### src/shared/cab_regs.svh
// timing counts, field positions and constants for the execute block
`ifndef CAB_REGS_SVH
`define CAB_REGS_SVH
`define CAB_CYC_ONE      2'd1
`define CAB_CYC_WORD     2'd2
`define CAB_CYC_CALL     2'd3
`define CAB_FLG_C        0
`define CAB_FLG_Z        1
`define CAB_FLG_N        2
`define CAB_FLG_V        3
`define CAB_FLG_S        4
`define CAB_FLG_H        5
`define CAB_MASK_ALL     8'h00FF
`define CAB_SP_RESET     16'h00FF
`define CAB_Z_LO         5'd30
`define CAB_Z_HI         5'd31
`endif

### src/shared/cab_pkg.sv
// operation codes and state types for the execute block
package cab_pkg;
    typedef enum logic [4:0] {
        CAB_OP_NOP, CAB_OP_ADD, CAB_OP_ADC, CAB_OP_WADD, CAB_OP_SUB, CAB_OP_SUBK,
        CAB_OP_SUBB, CAB_OP_SUBBK, CAB_OP_WSUB, CAB_OP_AND, CAB_OP_ANDK, CAB_OP_OR,
        CAB_OP_ORK, CAB_OP_XOR, CAB_OP_TEST, CAB_OP_SETM, CAB_OP_CLRM, CAB_OP_JMPZ,
        CAB_OP_CALLZ, CAB_OP_CMPSK, CAB_OP_CMP, CAB_OP_CMPB, CAB_OP_CMPK, CAB_OP_SKRC,
        CAB_OP_SKRS, CAB_OP_SKIC, CAB_OP_SKIS
    } cab_op_e;
    typedef enum logic [2:0] {
        CAB_ALU_ADD, CAB_ALU_SUB, CAB_ALU_AND, CAB_ALU_OR, CAB_ALU_XOR
    } cab_alu_e;
    typedef enum {CAB_ST_IDLE, CAB_ST_WAIT} cab_state_e;
endpackage

### src/hw/cab_alu.sv
// 8-bit alu with status flag generation
`timescale 1ns/10ps
`default_nettype none
`include "cab_regs.svh"
module cab_alu (
    // operands
    input  wire logic              [7:0] i_a,
    input  wire logic              [7:0] i_b,
    input  wire logic                    i_cin,
    input  wire cab_pkg::cab_alu_e       i_fn,
    // result
    output logic                   [7:0] o_res,
    output logic                   [5:0] o_flags
);
    import cab_pkg::*;
    logic [8:0] wide;
    logic       half;
    logic       ovf;
    always_comb begin
        wide = 9'h000;
        half = 1'b0;
        ovf  = 1'b0;
        case (i_fn)
            CAB_ALU_ADD: begin
                wide = {1'b0, i_a} + {1'b0, i_b} + {8'h00, i_cin};
                half = ({1'b0, i_a[3:0]} + {1'b0, i_b[3:0]} + {4'h0, i_cin}) > 5'h0F;
                ovf  = (i_a[7] == i_b[7]) && (wide[7] != i_a[7]);
            end
            CAB_ALU_SUB: begin
                wide = {1'b0, i_a} - {1'b0, i_b} - {8'h00, i_cin};
                half = {1'b0, i_a[3:0]} < ({1'b0, i_b[3:0]} + {4'h0, i_cin});
                ovf  = (i_a[7] != i_b[7]) && (wide[7] != i_a[7]);
            end
            CAB_ALU_AND: wide = {1'b0, i_a & i_b};
            CAB_ALU_OR:  wide = {1'b0, i_a | i_b};
            CAB_ALU_XOR: wide = {1'b0, i_a ^ i_b};
            default:     wide = 9'h000;
        endcase
        o_res = wide[7:0];
        o_flags = 6'h00;
        o_flags[`CAB_FLG_C] = wide[8];
        o_flags[`CAB_FLG_Z] = (wide[7:0] == 8'h00);
        o_flags[`CAB_FLG_N] = wide[7];
        o_flags[`CAB_FLG_V] = ovf;
        o_flags[`CAB_FLG_S] = wide[7] ^ ovf;
        o_flags[`CAB_FLG_H] = half;
    end
endmodule // cab_alu
`default_nettype wire

### src/hw/cab_regfile.sv
// 32 x 8 working register file with one write and three read ports
`timescale 1ns/10ps
`default_nettype none
module cab_regfile (
    // clocking
    input  wire logic       i_core_clk,
    input  wire logic       i_rst_n,
    input  wire logic       i_ce,
    // write port
    input  wire logic       i_we,
    input  wire logic [4:0] i_wa,
    input  wire logic [7:0] i_wd,
    // read ports
    input  wire logic [4:0] i_ra,
    input  wire logic [4:0] i_rb,
    input  wire logic [4:0] i_rc,
    output logic      [7:0] o_ra,
    output logic      [7:0] o_rb,
    output logic      [7:0] o_rc
);
    logic [7:0] regs [32];
    generate
        for (genvar g = 0; g < 32; g++) begin : g_reg
            always_ff @(posedge i_core_clk or negedge i_rst_n) begin
                if (!i_rst_n) begin
                    regs[g] <= 8'h00;
                end else if (i_ce && i_we && i_wa == 5'(g)) begin
                    regs[g] <= i_wd;
                end
            end
        end
    endgenerate
    assign o_ra = regs[i_ra];
    assign o_rb = regs[i_rb];
    assign o_rc = regs[i_rc];
endmodule // cab_regfile
`default_nettype wire

### src/hw/cab_exec.sv
// execute stage for arithmetic, logic, jump, call, compare and skip operations
`timescale 1ns/10ps
`default_nettype none
`include "cab_regs.svh"
module cab_exec (
    // clocking
    input  wire logic              i_core_clk,
    input  wire logic              i_rst_n,
    input  wire logic              i_ce,
    // issue
    input  wire logic              i_valid,
    input  wire cab_pkg::cab_op_e  i_op,
    input  wire logic       [4:0]  i_rd,
    input  wire logic       [4:0]  i_rr,
    input  wire logic       [7:0]  i_imm,
    input  wire logic       [2:0]  i_bit,
    input  wire logic       [7:0]  i_io_val,
    input  wire logic              i_next_two_word,
    // status
    output logic                   o_ready,
    output logic                   o_done,
    output logic            [15:0] o_pc,
    output logic             [5:0] o_sreg,
    output logic            [15:0] o_sp,
    output logic                   o_push_we,
    output logic            [15:0] o_push_addr,
    output logic             [7:0] o_push_data
);
    import cab_pkg::*;

    cab_state_e state;
    logic [1:0] wait_cnt;
    logic [4:0] rf_wa;
    logic [7:0] rf_wd;
    logic       rf_we;
    logic [4:0] rd_hi_addr;
    logic [7:0] a_val;
    logic [7:0] b_val;
    logic [7:0] c_val;
    logic [7:0] alu_b;
    logic       alu_cin;
    cab_alu_e   alu_fn;
    logic [7:0] alu_res;
    logic [5:0] alu_flags;
    logic [5:0] flag_mask;
    logic       store_res;
    logic       take;
    logic       skip;
    logic [1:0] cycles;
    logic [15:0] word_sum;
    logic [15:0] word_src;
    logic [15:0] ret_addr;
    logic [15:0] next_pc;
    logic [5:0] word_flags;
    logic       pend_hi;
    logic       pend_call;
    logic [7:0] pend_hi_val;
    logic [4:0] pend_hi_addr;
    logic [7:0] pend_hi_ret;

    assign take       = i_valid && o_ready && i_ce;
    assign rd_hi_addr = i_rd + 5'd1;

    cab_regfile u_rf (
        .i_core_clk (i_core_clk),
        .i_rst_n    (i_rst_n),
        .i_ce       (i_ce),
        .i_we       (rf_we),
        .i_wa       (rf_wa),
        .i_wd       (rf_wd),
        .i_ra       (i_rd),
        .i_rb       (i_op == CAB_OP_JMPZ || i_op == CAB_OP_CALLZ ? `CAB_Z_LO : i_rr),
        .i_rc       (i_op == CAB_OP_JMPZ || i_op == CAB_OP_CALLZ ? `CAB_Z_HI : rd_hi_addr),
        .o_ra       (a_val),
        .o_rb       (b_val),
        .o_rc       (c_val)
    );

    // operand and function select
    always_comb begin
        alu_b     = b_val;
        alu_cin   = 1'b0;
        alu_fn    = CAB_ALU_ADD;
        flag_mask = 6'h00;
        store_res = 1'b0;
        case (i_op)
            CAB_OP_ADD, CAB_OP_ADC: begin
                alu_cin   = (i_op == CAB_OP_ADC) && o_sreg[`CAB_FLG_C];
                flag_mask = 6'b10_1111;
                store_res = 1'b1;
            end
            CAB_OP_SUB, CAB_OP_SUBK: begin
                alu_fn    = CAB_ALU_SUB;
                alu_b     = (i_op == CAB_OP_SUBK) ? i_imm : b_val;
                flag_mask = 6'b10_1111;
                store_res = 1'b1;
            end
            CAB_OP_SUBB, CAB_OP_SUBBK: begin
                alu_fn    = CAB_ALU_SUB;
                alu_b     = (i_op == CAB_OP_SUBBK) ? i_imm : b_val;
                alu_cin   = o_sreg[`CAB_FLG_C];
                flag_mask = 6'b10_1111;
                store_res = 1'b1;
            end
            CAB_OP_AND, CAB_OP_ANDK: begin
                alu_fn    = CAB_ALU_AND;
                alu_b     = (i_op == CAB_OP_ANDK) ? i_imm : b_val;
                flag_mask = 6'b00_1110;
                store_res = 1'b1;
            end
            CAB_OP_OR, CAB_OP_ORK, CAB_OP_XOR: begin
                alu_fn    = (i_op == CAB_OP_XOR) ? CAB_ALU_XOR : CAB_ALU_OR;
                alu_b     = (i_op == CAB_OP_ORK) ? i_imm : b_val;
                flag_mask = 6'b00_1110;
                store_res = 1'b1;
            end
            CAB_OP_TEST: begin
                alu_fn    = CAB_ALU_AND;
                alu_b     = a_val;
                flag_mask = 6'b00_1110;
                store_res = 1'b1;
            end
            CAB_OP_SETM: begin
                alu_fn    = CAB_ALU_OR;
                alu_b     = i_imm;
                flag_mask = 6'b00_1110;
                store_res = 1'b1;
            end
            CAB_OP_CLRM: begin
                alu_fn    = CAB_ALU_AND;
                alu_b     = `CAB_MASK_ALL - i_imm;
                flag_mask = 6'b00_1110;
                store_res = 1'b1;
            end
            CAB_OP_CMP, CAB_OP_CMPB, CAB_OP_CMPK: begin
                alu_fn    = CAB_ALU_SUB;
                alu_b     = (i_op == CAB_OP_CMPK) ? i_imm : b_val;
                alu_cin   = (i_op == CAB_OP_CMPB) && o_sreg[`CAB_FLG_C];
                flag_mask = 6'b10_1111;
            end
            default: begin
                alu_b = b_val;
            end
        endcase
    end

    cab_alu u_alu (
        .i_a     (a_val),
        .i_b     (alu_b),
        .i_cin   (alu_cin),
        .i_fn    (alu_fn),
        .o_res   (alu_res),
        .o_flags (alu_flags)
    );

    // word arithmetic on the register pair, immediate is zero extended
    always_comb begin
        word_src = {c_val, a_val};
        word_flags = 6'h00;
        if (i_op == CAB_OP_WSUB) begin
            word_sum = word_src - {8'h00, i_imm};
            word_flags[`CAB_FLG_C] = word_sum[15] & ~word_src[15];
            word_flags[`CAB_FLG_V] = word_src[15] & ~word_sum[15];
        end else begin
            word_sum = word_src + {8'h00, i_imm};
            word_flags[`CAB_FLG_C] = ~word_sum[15] & word_src[15];
            word_flags[`CAB_FLG_V] = ~word_src[15] & word_sum[15];
        end
        word_flags[`CAB_FLG_Z] = (word_sum == 16'h0000);
        word_flags[`CAB_FLG_N] = word_sum[15];
        word_flags[`CAB_FLG_S] = word_sum[15] ^ word_flags[`CAB_FLG_V];
    end

    // skip decision, flags untouched by every skip form
    always_comb begin
        case (i_op)
            CAB_OP_CMPSK: skip = (a_val == b_val);
            CAB_OP_SKRC: skip = ~b_val[i_bit];
            CAB_OP_SKRS: skip = b_val[i_bit];
            CAB_OP_SKIC: skip = ~i_io_val[i_bit];
            CAB_OP_SKIS: skip = i_io_val[i_bit];
            default:     skip = 1'b0;
        endcase
    end

    // cycle count and next program counter
    always_comb begin
        ret_addr = o_pc + 16'h0001;
        next_pc  = ret_addr;
        cycles   = `CAB_CYC_ONE;
        case (i_op)
            CAB_OP_WADD, CAB_OP_WSUB: cycles = `CAB_CYC_WORD;
            CAB_OP_JMPZ: begin
                next_pc = {c_val, b_val};
                cycles  = `CAB_CYC_WORD;
            end
            CAB_OP_CALLZ: begin
                next_pc = {c_val, b_val};
                cycles  = `CAB_CYC_CALL;
            end
            CAB_OP_CMPSK, CAB_OP_SKRC, CAB_OP_SKRS, CAB_OP_SKIC, CAB_OP_SKIS: begin
                if (skip) begin
                    next_pc = o_pc + (i_next_two_word ? 16'h0003 : 16'h0002);
                    cycles  = i_next_two_word ? `CAB_CYC_CALL : `CAB_CYC_WORD;
                end
            end
            default: cycles = `CAB_CYC_ONE;
        endcase
    end

    // register write: low byte at issue, high byte of a pair one cycle later
    always_comb begin
        rf_we = 1'b0;
        rf_wa = i_rd;
        rf_wd = alu_res;
        if (pend_hi) begin
            rf_we = 1'b1;
            rf_wa = pend_hi_addr;
            rf_wd = pend_hi_val;
        end else if (take && (i_op == CAB_OP_WADD || i_op == CAB_OP_WSUB)) begin
            rf_we = 1'b1;
            rf_wd = word_sum[7:0];
        end else if (take && store_res) begin
            rf_we = 1'b1;
        end
    end

    always_ff @(posedge i_core_clk or negedge i_rst_n) begin
        if (!i_rst_n) begin
            pend_hi      <= 1'b0;
            pend_hi_val  <= 8'h00;
            pend_hi_addr <= 5'h00;
        end else if (i_ce) begin
            pend_hi <= take && (i_op == CAB_OP_WADD || i_op == CAB_OP_WSUB);
            if (take) begin
                pend_hi_val  <= word_sum[15:8];
                pend_hi_addr <= rd_hi_addr;
            end
        end
    end

    // status flags: only the bits an operation owns are changed
    always_ff @(posedge i_core_clk or negedge i_rst_n) begin
        if (!i_rst_n) begin
            o_sreg <= 6'h00;
        end else if (i_ce && take) begin
            if (i_op == CAB_OP_WADD || i_op == CAB_OP_WSUB) begin
                o_sreg <= (o_sreg & ~6'b01_1111) | (word_flags & 6'b01_1111);
            end else begin
                o_sreg <= (o_sreg & ~flag_mask) | (alu_flags & flag_mask);
            end
        end
    end

    // sequencing: multi-cycle ops hold o_ready low for the extra cycles
    always_ff @(posedge i_core_clk or negedge i_rst_n) begin
        if (!i_rst_n) begin
            state    <= CAB_ST_IDLE;
            wait_cnt <= 2'd0;
            o_ready  <= 1'b1;
            o_done   <= 1'b0;
            o_pc     <= 16'h0000;
        end else if (i_ce) begin
            case (state)
                CAB_ST_IDLE: begin
                    o_done <= 1'b0;
                    if (take) begin
                        o_pc <= next_pc;
                        if (cycles == `CAB_CYC_ONE) begin
                            o_done <= 1'b1;
                        end else begin
                            state    <= CAB_ST_WAIT;
                            wait_cnt <= cycles - 2'd1;
                            o_ready  <= 1'b0;
                        end
                    end
                end
                CAB_ST_WAIT: begin
                    wait_cnt <= wait_cnt - 2'd1;
                    if (wait_cnt == 2'd1) begin
                        state   <= CAB_ST_IDLE;
                        o_ready <= 1'b1;
                        o_done  <= 1'b1;
                    end
                end
                default: state <= CAB_ST_IDLE;
            endcase
        end
    end

    // return address push, low byte then high byte, stack grows down
    always_ff @(posedge i_core_clk or negedge i_rst_n) begin
        if (!i_rst_n) begin
            o_sp        <= `CAB_SP_RESET;
            o_push_we   <= 1'b0;
            o_push_addr <= 16'h0000;
            o_push_data <= 8'h00;
            pend_call   <= 1'b0;
            pend_hi_ret <= 8'h00;
        end else if (i_ce) begin
            o_push_we <= 1'b0;
            pend_call <= 1'b0;
            if (take && i_op == CAB_OP_CALLZ) begin
                o_push_we   <= 1'b1;
                o_push_addr <= o_sp;
                o_push_data <= ret_addr[7:0];
                o_sp        <= o_sp - 16'h0001;
                pend_call   <= 1'b1;
                pend_hi_ret <= ret_addr[15:8];
            end else if (pend_call) begin
                o_push_we   <= 1'b1;
                o_push_addr <= o_sp;
                o_push_data <= pend_hi_ret;
                o_sp        <= o_sp - 16'h0001;
            end
        end
    end

endmodule // cab_exec
`default_nettype wire

### config.mk
export PLATFORM = sky130hd
export DESIGN_NAME = cab_exec
export DESIGN_NICKNAME = d
export VERILOG_FILES = /design/src/shared/cab_pkg.sv /design/src/hw/cab_alu.sv /design/src/hw/cab_regfile.sv /design/src/hw/cab_exec.sv
export VERILOG_INCLUDE_DIRS = /design/src /design/src/shared
export SDC_FILE = /design/constraint.sdc
export NUM_CORES = 1
export LEC_CHECK = 0
export BUFFER_PORTS_ARGS = -buffer_cell sky130_fd_sc_hd__clkbuf_2
export CORE_ASPECT_RATIO = 1.25
export CORE_MARGIN = 8
export CORE_UTILIZATION = 50
export CTS_BUF_LIST = sky130_fd_sc_hd__clkbuf_4 sky130_fd_sc_hd__clkbuf_8
export CTS_CLUSTER_SIZE = 25
export DETAILED_ROUTE_END_ITERATION = 7
export PLACE_DENSITY = 0.69
export SLEW_MARGIN = 20
export SYNTH_ARGS = -nofsm -noshare
export SYNTH_HDL_FRONTEND = slang
export SYNTH_SLANG_ARGS = --single-unit
### constraint.sdc
create_clock -name i_core_clk -period 5.31 [get_ports i_core_clk]
set_clock_uncertainty 0.15 [all_clocks]
set_input_delay 0.531 -clock i_core_clk [delete_from_list [all_inputs] [get_ports i_core_clk]]
set_output_delay 0.531 -clock i_core_clk [all_outputs]
set_load 0.1 [all_outputs]
=== After elaboration in Yosys (flattened, before gate mapping) ===
Cells that the tools add are included.

* Register bits: 378
* Input bits: 39
* Output and inout port bits: 65

* Add/sub/neg operators: 16
* Magnitude comparators: 6
* Equal/unequal tests: 72
* Multiplexer cells: 69
* Bitwise operators: 22
* Reductions and logical operators: 74

{| class="wikitable"
|+ Operators by type and width
! kind !! count
|-
| $eq 5x5->1 const B || 27
|-
| $bmux 8 s5 || 3
|-
| $mux 8 || 15
|-
| $mux 16 || 6
|-
| $mux 32 || 3
|-
| $eq 5x4->1 const B || 16
|-
| $pmux 32 s2 || 1
|-
| $pmux 8 s8 || 1
|-
| $pmux 9 s5 || 1
|-
| $logic_and 1x1->1 || 43
|-
| $eq 5x3->1 const B || 8
|-
| $eq 32x1->1 const B || 1
|-
| $logic_not 32->1 || 1
|-
| $pmux 16 s2 || 1
|-
| $eq 5x2->1 const B || 4
|-
| $ge 6x6->1 const B || 3
|-
| $mux 1 || 18
|-
| $not 5->6 || 3
|-
| $add 16x1->16 const B || 1
|-
| $add 16x2->16 || 1
|-
| $add 16x8->16 || 1
|-
| $logic_not 16->1 || 1
|-
| $sub 16x1->16 const B || 1
|-
| $sub 16x8->16 || 1
|-
| 61 further kinds || 98
|}

=== Logic depth before layout (Yosys ltp) ===
* Depth in word-level cells: 18
* Mapped depth: 26

=== By module ===
Synthesis repeated with hierarchy kept, for this count alone.

* Cell total of the unflattened synthesis: 2,059
* Area total of the unflattened synthesis: 24,761.2 µm²

{| class="wikitable"
|+ By module, submodules not included
! module !! instances !! cells an instance !! area each (µm²) !! seq. area each (µm²)
|-
| cab_regfile || 1 || 915 || 15,777.6 || 6,406.1
|-
| cab_exec || 1 || 929 || 7,367.1 || 2,288.4
|-
| cab_alu || 1 || 215 || 1,616.6 || 0.0
|}

=== Worst setup path after synthesis ===
Ideal clock, no wire load.

* Path type: input to register
* From: input port i_rd[1]
* To: register (tool-made name)
* Setup time: 0.069 ns
* Arrival time: 5.565 ns
* Data required time: 5.091 ns
* Setup slack: -0.474 ns
* Cell stages on the path: 24
* Path buffers: 3
* Cells stage by stage: buf_2 buf_4 clkbuf_1 mux4_2 mux4_2 mux2i_1 ha_1 nor2b_1 o21ai_0 a21boi_0 o21a_1 nor4b_1 nor3_1 or3_1 nor4_1 ha_1 mux2i_1 nand2_1 nor4_1 nand3b_1 nor3_1 and3_1 a41o_1 mux2_2

{| class="wikitable"
|+ RTL lines
! element !! line !! RTL
|-
| start, declared || cab_exec.sv:13 || <nowiki>input wire logic [4:0] i_rd,</nowiki>
|}

==> metrics.md <==
| Metric | Value |
|---|---|
| Clk buf depth | `3` |
| Worst skew pair latency | `690 ps` |
| Final setup vio count | `5` |
| Maximum vdd drop | `0.0002395 V` |
| Worst-Margin Slew | `977.2 ps` |
| Via density | `6.478` |
| Finished Layout Cells | `3891` |
| Metal2 WL | `48950 um` |
| Crit end category | `flop` |
| WL/cell | `27.83 um` |
| RSZ-0062 raised after global routing | `true` |
| Total gr overflow | `0` |
| Leakage power | `13.98 nW` |
| Met3 wire len | `10830 um` |
| Seq cells post-synth | `347` |
| PnR Total Power | `0.009401 W` |
| Most frequent cells in the layout | `buf_4, nand2_1, o21ai_0` |
| Post-synthesis cell type count | `98` |
| Share of cells above drive strength 1 | `30.29%` |
| TritonCTS buffer count | `57` |
| Vias in the first global route | `24.80k` |
| First-pass GRT wire length | `159000 um` |
| CP max FO | `4` |
| Hold/Removal Path Class | `in -> reg` |
| Post-Route WL | `108300 um` |
| PortBufs | `103` |
| Final core utilization | `64.36%` |
| Detailed-route DRC error count | `0` |
| Dpl hpwl | `81140 um` |
| Post-Synthesis Net Count | `2809` |
| WHS Path Cells | `3` |
| CP Class | `reg -> reg` |
| Die width | `213.3 um` |
| Number of synthesized flops with an enable pin | `0` |
| Asr flop ratio synth | `100.0%` |
| Final setup margin | `-122.8 ps` |
| Achievable clock frequency | `184.1 MHz` |
| M1 WL | `39380 um` |
| Pins over their slew limit | `0` |
| Max-cap violations | `0` |
| Row count | `90` |
| Die Footprint | `56020 sq um` |
| Clk pin slew, worst setup/hold paths | `60 ps` |
| Tmin final | `5433 ps` |
| Clk sinks | `347` |
| Violated checks | `setup timing` |
| Arrival @ worst endpoint | `5880 ps` |
| CTS root buf | `clkbuf_8` |
| Yosys warns | `0` |
| Seq/Total Area, Yosys | `35.74%` |
| Htree depth | `2` |
| Synth-to-Final Area Change | `27.49%` |
| Synth Cell Area | `24330 sq um` |
| Initial DRC count | `3054` |
| Fillers | `4078` |
| Initial antenna violation count | `5` |
| Final hold violation count | `0` |
| CTS tree | `built` |
| DP Cell Count | `3772` |
| Status | `finished, violations left` |
| Most common cell after layout, fill and taps aside | `buf_4` |
| Length in cells of the worst reg-to-reg path | `22` |
| Via count | `25.21k` |
| WP data required | `5750 ps` |
| Startpoint types | `flop` |
| Synthesized area per cell | `9.004 sq um` |
| Top Ports | `104` |
| DIE HEIGHT | `262.6 um` |
| Finished Cell Area | `31020 sq um` |
| Final net count | `3310` |
| Gpl congestion | `1.049` |
| Highest metal used | `met5` |
| Part of the cycle the worst path needs | `102.3%` |
| Placed Area | `29320 sq um` |
| Initial Util | `50.48%` |
| Pin count of the biggest net entering global routing | `122` |
| Routed Antenna Nets | `0` |
| Max-slew headroom | `34.82%` |
| Core area | `48200 sq um` |
| Mapped Cells | `2702` |
| Setup TNS | `-139.0 ps` |
| DR pass1 iterations | `7` |
| Power per standard cell area | `303.1 nW/um^2` |
| Top_reg_cell synth | `dfrtp_1` |
| GRT Total Usage | `37.68%` |
## final timing paths
path / from / end / slack, ps
max reg2reg: u_rf.regs[24] / flop / -120
min reg2reg: o_push_addr[10] / o_push_addr[10] / 320
max in group asynchronous: i_rst_n / u_rf.regs[224] / 3400
max: u_rf.regs[24] / flop / -120
min in group asynchronous: i_rst_n / o_push_addr[6] / 390
min: i_valid / o_done / 110
## flip-flops by register name, summed over array words and instances, names as in the netlist, 2 cells and up, named ones only
name	count
u_rf.regs	256
o_push_data	8
pend_hi_addr	5
o_sp	16
pend_hi_val	8
pend_hi_ret	8
o_pc	16
o_push_addr	16
wait_cnt	2
o_sreg	2
## metrics by stage
step | setup WS (ps) | hold WS, ps
6_report | -122.8 | 106.8
5_1_grt | -270.4 | 124.7
2_1_floorplan | -18.49 | 85.41
3_3_place_gp | -806.4 | 302.0
4_1_cts | -21.67 | 79.21
3_5_place_dp | -816.6 | 312.6
## cell families after synthesis
kind of cell,Yosys count,share of synthesized area [%]
AND/OR/NAND/NOR,876,15.95
XOR/XNOR,78,2.901
buffers and inverters,278,4.994
AO/OA/AOI/OAI,810,20.52
multiplexers,245,16.21
flip-flops,347,35.74
adder cells (fa/ha/maj),68,3.682
## report_power, final
part	switching, W	internal [W]	total, W
combinational	0.00229	0.00124	0.00354
sequential	0.000282	0.00288	0.00316
clock	0.00117	0.00153	0.00270
## metal layers
metal / up-vias / track usage [%]
li1: 10900 / -
met1: 12250 / 46.47
met2: 1581 / 58.50
met3: 471 / 8.244
met4: 6 / 25.19
met5: - / 0
## critical path, stage by stage (launching register included)
cell and delay [ps]:
dfrtp_2 450, mux4_2 520, mux4_2 650, mux2i_4 330, buf_6 140, ha_2 170, nor2b_1 50, o21ai_1 150
a21boi_0 120, o21a_1 230, nor4b_2 240, nor3_1 110, or3_4 400, nor4_4 170, ha_1 280, mux2i_2 220
nand2_1 80, nor4_1 170, nand3b_1 130, nor3_2 120, and3_1 170, a41o_1 170, mux2_2 140
## synthesized netlist by cell type, types with 20 or more instances
| library cell | count | area share, % |
|---|---|---|
| nand3_1 | 59 | 1.2 |
| nor2b_1 | 26 | 0.67 |
| ha_1 | 62 | 3.2 |
| o21ai_0 | 362 | 7.4 |
| mux2_2 | 27 | 1.2 |
| mux2i_1 | 100 | 4.1 |
| mux4_2 | 113 | 10 |
| nor2_1 | 141 | 2.2 |
| a31oi_1 | 27 | 0.69 |
| nand2b_1 | 26 | 0.67 |
| dfrtp_1 | 338 | 35 |
| buf_2 | 41 | 0.84 |
| a221oi_1 | 20 | 0.72 |
| inv_1 | 68 | 1.0 |
| nand2_1 | 485 | 7.5 |
| nor3_1 | 40 | 0.82 |
| a21oi_1 | 132 | 2.7 |
| xnor2_1 | 56 | 2.0 |
| o22ai_1 | 24 | 0.62 |
| a211oi_1 | 39 | 1.2 |
| clkbuf_1 | 132 | 2.0 |
## repair_timing
action                                  in CTS  in global routing
gates cloned                                 1                  4
setup buffers                                5                  7
endpoints found under the hold margin      114                  0
endpoints found under the setup margin      65                126
pin swaps                                    3                 13
resized for setup                           15                 39
hold buffers                                 1                  0
## cell type report
class                           instances  area, sq um  share of cell area (%)
Timing Repair Buffer                  650         5240                   16.89
Multi-Input combinational cell       2077        14710                   47.44
Tap cell                              644        805.8                   2.598
Clock inverter                         22        282.8                  0.9116
Antenna cell                            2        5.005                 0.01613
Sequential cell                       347         8696                   28.03
Inverter                               70        262.8                  0.8471
Clock buffer                           79         1012                   3.263
Power figures use the tool's default switching activity.
